`src/clock_startup_defines.vh`:
```
// Constants for the clock source and start-up control block.
`ifndef CLOCK_STARTUP_DEFINES_VH
`define CLOCK_STARTUP_DEFINES_VH

// Register byte offsets on the APB.
`define OFS_TRIM 8'h00
`define OFS_PRESCALE 8'h04
`define OFS_CONTROL 8'h08
`define OFS_STATUS 8'h0C

// Register field positions.
`define TRIM_MSB 6
`define PRESCALE_MSB 3
`define CTRL_POWER_DOWN 0
`define CTRL_CPU_IO_HALT 1

// Clock source codes (fuse value, 0 is programmed).
`define SRC_EXTERNAL 2'h0
`define SRC_RC_4M8 2'h1
`define SRC_RC_9M6 2'h2
`define SRC_LOW_POWER 2'h3

// Start-up codes.
`define STARTUP_SHORT 2'h0
`define STARTUP_4MS 2'h1
`define STARTUP_64MS 2'h2
`define STARTUP_RESERVED 2'h3

// Fuse polarity: a fuse bit at 0 is programmed.
`define FUSE_PROGRAMMED 1'b0

// Prescale reset values and the highest legal code.
`define PRESCALE_RESET_DIV1 4'h0
`define PRESCALE_RESET_DIV8 4'h3
`define PRESCALE_MAX_CODE 4'h8

// Start-up counts in source and watchdog oscillator cycles.
`define WAKE_SOURCE_CYCLES 6
`define RESET_SOURCE_CYCLES 14
`define WDT_CYCLES_4MS 512
`define WDT_CYCLES_64MS 8192

`endif

```
`src/osc_tick_sync.v`:
```
// Two-flop synchroniser with rising-edge pulse for one oscillator pin.
`timescale 1ns/1ps
`default_nettype none
module osc_tick_sync (
    // Clock and reset.
    input wire pclk,
    input wire presetn,
    // Asynchronous oscillator or request level.
    input wire async_in,
    // Synchronised level and one-cycle rising-edge pulse.
    output wire level_out,
    output wire rise_pulse
);
    reg meta_reg;
    reg sync_reg;
    reg last_reg;

    // The first flop feeds only the second; edges are taken after it.
    always @(posedge pclk or negedge presetn) begin
        if (!presetn) begin
            meta_reg <= 1'b0;
            sync_reg <= 1'b0;
            last_reg <= 1'b0;
        end else begin
            meta_reg <= async_in;
            sync_reg <= meta_reg;
            last_reg <= sync_reg;
        end
    end

    assign level_out = sync_reg;
    assign rise_pulse = sync_reg & ~last_reg;
endmodule
`default_nettype wire

```
`src/clock_source_startup_control.v`:
```
// Clock source selection, start-up delays, trim load and system prescaler.
//
// How it works
// - Source code 00 external, 01/10 internal RC, 11 low-power oscillator.
// - A fuse bit at 0 counts as programmed, at 1 as unprogrammed.
// - Wake from power-down counts selected source cycles before execution resumes.
// - Reset start adds a delay counted on the watchdog oscillator.
// - Watchdog count is 512 cycles for 4 ms, 8192 for 64 ms.
// - Wake delay 6 cycles; reset 14, 14+4 ms, 14+64 ms; code 11 reserved.
// - Reset pin disabled with internal oscillator lengthens short reset delay to 4 ms.
// - RC code 10 gives full rate, code 01 half rate via divider.
// - Reset loads one factory trim byte; software may overwrite it later.
// - Watchdog and reset time-out always run from the watchdog oscillator.
// - Shipped fuses give 9.6 MHz RC, longest delay and prescale of 8.
// - Prescaler output drives CPU, I/O, ADC and flash clock enables.
// - ADC clock keeps running while CPU and I/O clocks are halted.
// - Prescale resets to 0000, or 0011 when divide-by-eight fuse is programmed.
// - Prescaler divides by two to the code, codes above 1000 reserved.
//
// Added by the designer: the APB slave port and the register offsets.
`timescale 1ns/1ps
`default_nettype none
`include "clock_startup_defines.vh"
module clock_source_startup_control #(
    parameter WDT_CYCLES_4MS = `WDT_CYCLES_4MS,
    parameter WDT_CYCLES_64MS = `WDT_CYCLES_64MS
) (
    // Clock and reset.
    input wire pclk,
    input wire presetn,
    // APB slave.
    input wire psel,
    input wire penable,
    input wire pwrite,
    input wire [7:0] paddr,
    input wire [31:0] pwdata,
    output reg [31:0] prdata,
    output wire pready,
    output wire pslverr,
    // Oscillator pins, asynchronous to pclk.
    input wire external_clock_input,
    input wire rc_osc_clock,
    input wire low_power_osc_clock,
    input wire watchdog_osc_clock,
    // Asynchronous wake-up request from power-down.
    input wire wake_request,
    // Static fuse settings, 0 means programmed.
    input wire [1:0] clock_source_select,
    input wire [1:0] startup_time_select,
    input wire divide_by_eight_at_boot,
    input wire reset_pin_disable,
    // Factory calibration bytes.
    input wire [6:0] factory_trim_9m6,
    input wire [6:0] factory_trim_4m8,
    // Oscillator trim and watchdog tick.
    output wire [6:0] oscillator_trim_value,
    output wire watchdog_timer_tick,
    // Core status and domain clock enables.
    output wire core_run,
    output reg cpu_clk_en,
    output reg io_clk_en,
    output reg flash_clk_en,
    output reg adc_clk_en
);
    localparam ST_LOAD = 3'h0;
    localparam ST_RST_WDT = 3'h1;
    localparam ST_RST_CK = 3'h2;
    localparam ST_RUN = 3'h3;
    localparam ST_SLEEP = 3'h4;
    localparam ST_WAKE = 3'h5;

    reg [2:0] state_reg;
    reg [2:0] state_next;
    reg [13:0] count_reg;
    reg [13:0] count_next;
    reg [1:0] src_sel_reg;
    reg [1:0] startup_sel_reg;
    reg div8_fuse_reg;
    reg rst_dis_fuse_reg;
    reg [6:0] trim_reg;
    reg [3:0] prescale_reg;
    reg power_down_reg;
    reg halt_reg;
    reg rc_half_reg;
    reg [7:0] div_count_reg;
    reg [13:0] wdt_target;
    reg src_tick;

    wire ext_tick;
    wire rc_tick;
    wire lp_tick;
    wire wdt_tick;
    wire wake_level;
    wire wr_en;
    wire rd_setup;
    wire addr_ok;
    wire sys_tick;

    // Division limit for a prescale code: two to the code, minus one.
    function [7:0] div_limit;
        input [3:0] code;
        begin
            div_limit = (8'h01 << code[2:0]) - 8'h01;
            if (code[3]) begin
                div_limit = 8'hFF;
            end
        end
    endfunction

    // Oscillator and wake pins are synchronised before use.
    osc_tick_sync u_ext_sync (
        .pclk(pclk),
        .presetn(presetn),
        .async_in(external_clock_input),
        .level_out(),
        .rise_pulse(ext_tick)
    );
    osc_tick_sync u_rc_sync (
        .pclk(pclk),
        .presetn(presetn),
        .async_in(rc_osc_clock),
        .level_out(),
        .rise_pulse(rc_tick)
    );
    osc_tick_sync u_lp_sync (
        .pclk(pclk),
        .presetn(presetn),
        .async_in(low_power_osc_clock),
        .level_out(),
        .rise_pulse(lp_tick)
    );
    osc_tick_sync u_wdt_sync (
        .pclk(pclk),
        .presetn(presetn),
        .async_in(watchdog_osc_clock),
        .level_out(),
        .rise_pulse(wdt_tick)
    );
    osc_tick_sync u_wake_sync (
        .pclk(pclk),
        .presetn(presetn),
        .async_in(wake_request),
        .level_out(wake_level),
        .rise_pulse()
    );

    // The watchdog tick is independent of the selected system source.
    assign watchdog_timer_tick = wdt_tick;

    // Half-rate RC ticks come from a divider on the same oscillator.
    always @(posedge pclk or negedge presetn) begin
        if (!presetn) begin
            rc_half_reg <= 1'b0;
        end else if (rc_tick) begin
            rc_half_reg <= ~rc_half_reg;
        end
    end

    // Select the tick of the chosen source.
    always @* begin
        case (src_sel_reg)
            `SRC_EXTERNAL: src_tick = ext_tick;
            `SRC_RC_4M8: src_tick = rc_tick & rc_half_reg;
            `SRC_RC_9M6: src_tick = rc_tick;
            default: src_tick = lp_tick;
        endcase
    end

    // Watchdog cycles of reset delay for the captured start-up code.
    always @* begin
        case (startup_sel_reg)
            `STARTUP_SHORT: begin
                wdt_target = 14'h0000;
                if (rst_dis_fuse_reg == `FUSE_PROGRAMMED && src_sel_reg != `SRC_EXTERNAL) begin
                    wdt_target = WDT_CYCLES_4MS[13:0];
                end
            end
            `STARTUP_4MS: wdt_target = WDT_CYCLES_4MS[13:0];
            default: wdt_target = WDT_CYCLES_64MS[13:0];
        endcase
    end

    // Start-up sequencer: reset delay, run, sleep and wake delay.
    always @* begin
        state_next = state_reg;
        count_next = count_reg;
        case (state_reg)
            ST_LOAD: begin
                state_next = ST_RST_WDT;
                count_next = 14'h0000;
            end
            ST_RST_WDT: begin
                if (count_reg >= wdt_target) begin
                    state_next = ST_RST_CK;
                    count_next = 14'h0000;
                end else if (wdt_tick) begin
                    count_next = count_reg + 14'h0001;
                end
            end
            ST_RST_CK: begin
                if (count_reg >= `RESET_SOURCE_CYCLES) begin
                    state_next = ST_RUN;
                end else if (src_tick) begin
                    count_next = count_reg + 14'h0001;
                end
            end
            ST_RUN: begin
                if (power_down_reg) begin
                    state_next = ST_SLEEP;
                end
            end
            ST_SLEEP: begin
                if (wake_level) begin
                    state_next = ST_WAKE;
                    count_next = 14'h0000;
                end
            end
            ST_WAKE: begin
                if (count_reg >= `WAKE_SOURCE_CYCLES) begin
                    state_next = ST_RUN;
                end else if (src_tick) begin
                    count_next = count_reg + 14'h0001;
                end
            end
            default: begin
                state_next = ST_LOAD;
                count_next = 14'h0000;
            end
        endcase
    end

    always @(posedge pclk or negedge presetn) begin
        if (!presetn) begin
            state_reg <= ST_LOAD;
            count_reg <= 14'h0000;
        end else begin
            state_reg <= state_next;
            count_reg <= count_next;
        end
    end

    // Fuses are held static; they are captured once, just after reset release.
    always @(posedge pclk or negedge presetn) begin
        if (!presetn) begin
            src_sel_reg <= `SRC_RC_9M6;
            startup_sel_reg <= `STARTUP_64MS;
            div8_fuse_reg <= `FUSE_PROGRAMMED;
            rst_dis_fuse_reg <= 1'b1;
        end else if (state_reg == ST_LOAD) begin
            src_sel_reg <= clock_source_select;
            startup_sel_reg <= startup_time_select;
            div8_fuse_reg <= divide_by_eight_at_boot;
            rst_dis_fuse_reg <= reset_pin_disable;
        end
    end

    // APB decode; the slave never waits.
    assign wr_en = psel & penable & pwrite;
    assign rd_setup = psel & ~penable & ~pwrite;
    assign addr_ok = (paddr == `OFS_TRIM) | (paddr == `OFS_PRESCALE) |
                     (paddr == `OFS_CONTROL) | (paddr == `OFS_STATUS);
    assign pready = 1'b1;
    assign pslverr = psel & penable & ~addr_ok;

    // Trim register: loaded from one factory byte at reset, then writable.
    always @(posedge pclk or negedge presetn) begin
        if (!presetn) begin
            trim_reg <= 7'h00;
        end else if (state_reg == ST_LOAD) begin
            trim_reg <= factory_trim_9m6;
        end else if (wr_en && paddr == `OFS_TRIM) begin
            trim_reg <= pwdata[`TRIM_MSB:0];
        end
    end
    assign oscillator_trim_value = trim_reg;

    // Prescale select: fuse-dependent reset value, reserved codes are ignored.
    always @(posedge pclk or negedge presetn) begin
        if (!presetn) begin
            prescale_reg <= `PRESCALE_RESET_DIV8;
        end else if (state_reg == ST_LOAD) begin
            if (divide_by_eight_at_boot == `FUSE_PROGRAMMED) begin
                prescale_reg <= `PRESCALE_RESET_DIV8;
            end else begin
                prescale_reg <= `PRESCALE_RESET_DIV1;
            end
        end else if (wr_en && paddr == `OFS_PRESCALE &&
                     pwdata[`PRESCALE_MSB:0] <= `PRESCALE_MAX_CODE) begin
            prescale_reg <= pwdata[`PRESCALE_MSB:0];
        end
    end

    // Control bits: power-down request self-clears once sleep is entered.
    always @(posedge pclk or negedge presetn) begin
        if (!presetn) begin
            power_down_reg <= 1'b0;
            halt_reg <= 1'b0;
        end else if (wr_en && paddr == `OFS_CONTROL) begin
            power_down_reg <= pwdata[`CTRL_POWER_DOWN];
            halt_reg <= pwdata[`CTRL_CPU_IO_HALT];
        end else if (state_reg == ST_SLEEP) begin
            power_down_reg <= 1'b0;
        end
    end

    // Read data is registered in the setup phase and shown in the access phase.
    always @(posedge pclk or negedge presetn) begin
        if (!presetn) begin
            prdata <= 32'h00000000;
        end else if (rd_setup) begin
            case (paddr)
                `OFS_TRIM: prdata <= {25'h0000000, trim_reg};
                `OFS_PRESCALE: prdata <= {28'h0000000, prescale_reg};
                `OFS_CONTROL: prdata <= {30'h00000000, halt_reg, power_down_reg};
                `OFS_STATUS: prdata <= {23'h000000, rst_dis_fuse_reg, div8_fuse_reg,
                                        startup_sel_reg, src_sel_reg, state_reg};
                default: prdata <= 32'h00000000;
            endcase
        end
    end

    // System prescaler counts source ticks and emits one pulse per division.
    always @(posedge pclk or negedge presetn) begin
        if (!presetn) begin
            div_count_reg <= 8'h00;
        end else if (src_tick) begin
            if (div_count_reg >= div_limit(prescale_reg)) begin
                div_count_reg <= 8'h00;
            end else begin
                div_count_reg <= div_count_reg + 8'h01;
            end
        end
    end
    assign sys_tick = src_tick & (div_count_reg >= div_limit(prescale_reg));
    assign core_run = (state_reg == ST_RUN);

    // Domain enables; the ADC domain ignores the CPU and I/O halt.
    always @(posedge pclk or negedge presetn) begin
        if (!presetn) begin
            cpu_clk_en <= 1'b0;
            io_clk_en <= 1'b0;
            flash_clk_en <= 1'b0;
            adc_clk_en <= 1'b0;
        end else begin
            cpu_clk_en <= sys_tick & core_run & ~halt_reg;
            io_clk_en <= sys_tick & core_run & ~halt_reg;
            flash_clk_en <= sys_tick & core_run & ~halt_reg;
            adc_clk_en <= sys_tick & core_run;
        end
    end
endmodule
`default_nettype wire

```
`config.mk`:
```
export PLATFORM = sky130hd
export DESIGN_NAME = clock_source_startup_control
export DESIGN_NICKNAME = d
export VERILOG_FILES = /design/src/osc_tick_sync.v /design/src/clock_source_startup_control.v
export VERILOG_INCLUDE_DIRS = /design/src
export SDC_FILE = /design/constraint.sdc
export NUM_CORES = 1
export LEC_CHECK = 0
export ABC_AREA = 1
export ABC_CLOCK_PERIOD_IN_PS = 4300
export BUFFER_PORTS_ARGS = -buffer_cell sky130_fd_sc_hd__buf_4
export CAP_MARGIN = 25
export CORE_MARGIN = 2
export CORE_UTILIZATION = 56
export CTS_CLUSTER_SIZE = 10
export DETAILED_ROUTE_END_ITERATION = 16
export PLACE_DENSITY = 0.95
export SYNTH_ARGS = -nofsm -noshare
export SYNTH_HDL_FRONTEND = slang
export SYNTH_SLANG_ARGS = --single-unit
```
`constraint.sdc`:
```
create_clock -name pclk -period 4.3 [get_ports pclk]
set_clock_uncertainty 0.1 [all_clocks]
set_input_delay 0.215 -clock pclk [delete_from_list [all_inputs] [get_ports pclk]]
set_output_delay 0.215 -clock pclk [all_outputs]
set_load 0.02 [all_outputs]
```
==> results.json <==
{
  "r2r_end": "count_reg[4]",
  "p_comb_share_pct": 42.9,
  "leakagePower_nw": 2.674,
  "holdBufCountCts": 11,
  "critPathKind": "reg2reg",
  "path_max_fanout": 14,
  "post-dp-hpwl_mm": 7.669,
  "yosys.area.top_type": "dfrtp_1",
  "intPower_mw": 1.479,
  "grt_pass1_wl_mm": 18.00,
  "fin_crit_ps": 2368,
  "p_seq_share_pct": 34.5,
  "grt_pass1_vias": 3961,
  "first_pass_iters": 6,
  "die_area_um2": 8282,
  "clockBufferDepth": 2,
  "cap_violations": 0,
  "n_antenna_cell": 0,
  "io_buffers": 60,
  "p_clk_share_pct": 22.7,
  "dp_cells": 719,
  "viasPerCell": 5.454,
  "reg2reg_depth": 13,
  "path_clk_slew_ps": 90,
  "vias": 4069,
  "layout_setup_ws_ps": 1932,
  "avgSynthCellArea_um2": 7.398,
  "power_mw": 2.647,
  "netlist_top_cells_area": "dfrtp_1 (38%), nand2_1 (16%), inv_1 (5.4%), nor2_1 (5.4%), buf_4 (4.8%)",
  "clock_latency_ps": 360,
  "fillCellCount": 592,
  "cts_max_level": 3,
  "yosys_warnings": 0,
  "grt_overflow_total": 0,
  "wl_per_cell_um": 14.65,
  "routed_wl_mm": 10.93,
  "detail_route.iter0.violations": 219,
  "dp_worst_setup_slack_ps": 2031,
  "area_growth_pct": 17.62,
  "sw_frac_of_total_pct": 44.14,
  "antenna_found_initial": 0,
  "postCtsSetupRepairBufs": 0,
  "hold_depth": 3,
  "antenna_left": 0,
  "critPathLaunchType": "register",
  "switchingPower_mw": 1.169,
  "arrival_ps": 2560,
  "syn_area_um2": 4239,
  "gp_congestion": 0.9258,
  "grt_max_degree": 71,
  "cts_sinks": 70,
  "min_period_over_period_pct": 55.08,
  "io_pins": 117,
  "cts_buffers": 9,
  "fmax_mhz": 422.3,
  "worst_pin_slew_ps": 972.3,
  "synth_cell_types": 39,
  "hold_viol_final": 1,
  "r2r_start": "src_sel_reg[1]",
  "die_h_um": 91.01,
  "reg2reg_slack_ps": 1930,
  "status": "finished, violations left",
  "grt_usage_pct": 27.15,
  "start_util_pct": 58.13,
  "die_x_um": 91.01,
  "largest_reg_flops": 14,
  "vdd_ir_drop_max_mv": 0.3950,
  "setup.worst_path.start": "src_sel_reg[1]",
  "violations": "negative hold slack",
  "finalMaxSlewViolations": 0,
  "rsz0062_at_grt": "no",
  "tns_ps": 0,
  "required_ps": 4490,
  "finalSetupViolations": 0,
  "rows": 31,
  "cts_tree": "yes",
  "worst_setup_path_end_kind": "register",
  "cts-resized-gates": 0,
  "power_density_nw_per_um2": 530.9,
  "synth-seq-cells": 70,
  "drive_gt1_share_pct": 15.77,
  "nets": 725,
  "instances_no_fill": 746,
  "synth_top_area_share_pct": 38.37,
  "endpoint": "count_reg[4]",
  "drcViolationCount": 0,
  "ys_seq_area_share_pct": 41.47,
  "hold_class": "in2reg",
  "hold_ws_ps": -1.046,
  "placeableCoreArea_um2": 7292,
  "maxSlewHeadroom_pct": 34.68,
  "cts_root_buf": "clkbuf_8",
  "syn-instance-count": 573
}
synthesized netlist by cell type:
| cell type | count |
|---|---|
| xor2_1 | 9 |
| nor2_1 | 61 |
| ha_1 | 13 |
| xnor2_1 | 4 |
| o21ai_0 | 32 |
| o21a_1 | 1 |
| dfrtp_1 | 65 |
| nand2_1 | 180 |
| nor2_2 | 4 |
| a21oi_1 | 8 |
| nor3_4 | 1 |
| nand3_1 | 37 |
| nand3b_1 | 2 |
| nor2_8 | 1 |
| mux2_2 | 1 |
| o21ai_4 | 1 |
| o21bai_1 | 1 |
| buf_2 | 3 |
| o22ai_1 | 1 |
| nand4_1 | 13 |
| and3_1 | 1 |
| buf_6 | 1 |
| inv_1 | 61 |
| conb_1 | 2 |
| nand2_4 | 1 |
| nand2_2 | 3 |
| nand3_2 | 1 |
| a211oi_1 | 1 |
| o211ai_1 | 1 |
| dfstp_2 | 5 |
| nor3_2 | 1 |
| nor3_1 | 8 |
| clkbuf_1 | 5 |
| o31ai_1 | 3 |
| buf_4 | 27 |
| a21oi_2 | 2 |
| a31oi_1 | 8 |
| inv_2 | 3 |
| nor2_4 | 1 |
per-layer routing:
metal	vias up	global-route usage (%)	routed length (um)
met5	-	0	0
met4	0	13.64	468
met3	53	5.975	704
met2	213	48.46	5592
met1	1889	30.36	4164
li1	1914	-	-
layout by cell type (no fill, tap or decap), drive strengths merged:
cell | netlist | final
o21bai | 1 | 1
inv | 64 | 65
a211oi | 1 | 1
nand2 | 184 | 184
mux2 | 1 | 1
conb | 2 | 24
nand4 | 13 | 13
o21a | 1 | 1
dlygate4sd3 | 0 | 11
a21oi | 10 | 10
o22ai | 1 | 1
clkbuf | 5 | 9
nor2 | 67 | 67
o31ai | 3 | 3
o211ai | 1 | 1
a31oi | 8 | 8
nor3 | 10 | 10
and3 | 1 | 1
o21ai | 33 | 33
nand3 | 38 | 38
bufinv | 0 | 2
buf | 31 | 61
xnor2 | 4 | 4
nand3b | 2 | 2
xor2 | 9 | 9
ha | 13 | 13
dfstp | 5 | 5
dfrtp | 65 | 65
clkinv | 0 | 4
layout make-up:
class                   count  area [um2]  share of cell area [%]
multi-input cells         425        2076                   41.63
flip-flops and latches     70        1758                   35.26
repair buffers             72       568.0                   11.39
inverters                  64       240.2                   4.818
clock buffers               9       123.9                   2.484
well taps                  99       123.9                   2.484
clock inverters             7       96.34                   1.932
stage by stage:
stage               area [um2]  hold slack (ps)  utilization (%)
floorplan                 4322           -180.6                -
global placement          4656            224.7            63.85
detailed placement        4656            225.3            63.85
CTS                       4986           0.9391            68.38
global route              4986            23.05            68.38
finish                    4986           -1.046            68.38
how the worst min path moves through the flow:
stage / slack [ps] / end / startpoint
global placement: 220 / u_lp_sync.meta_reg / low_power_osc_clock
floorplan: -180 / adc_clk_en / presetn
CTS: 0.9 / div8_fuse_reg / divide_by_eight_at_boot
global route: 20 / div8_fuse_reg / divide_by_eight_at_boot
detailed placement: 230 / u_wdt_sync.meta_reg / watchdog_osc_clock
finish: -1 / div8_fuse_reg / divide_by_eight_at_boot
critical path, stage by stage, from the launching register on:
cell and delay [ps]:
dfstp_2 560, inv_1 90, nand2_1 110, nand2_1 80
a21oi_1 180, ha_1 200, nand3_1 100, a21oi_2 190
nand3_1 140, nand2_1 100, inv_2 90, nand2_4 170
nand2_1 90, nand2_1 80
cell families (layout without fill, tap and decap cells):
kind of cell             Yosys count  in the layout  share of synthesized area [%]
AO/OA/AOI/OAI                     59             59                          8.088
XOR/XNOR                          13             13                          2.686
adder cells (fa/ha/maj)           13             13                          3.837
buffers and inverters            100            152                          11.51
flip-flops                        70             70                          41.47
multiplexers                       1              1                         0.2656
other                              2             24                         0.1772
AND/OR/NAND/NOR                  315            315                          31.97
power by group through the flow:
stage	Combinational, mW	Sequential, mW	Clock [mW]
2_1_floorplan	0.781	0.927	0
3_3_place_gp	1.03	0.902	0
3_5_place_dp	1.10	0.913	0
4_1_cts	1.11	0.903	0.602
5_1_grt	1.25	0.924	0.625
6_report	1.13	0.912	0.600
Note: power is estimated with default switching activity, not from simulation.
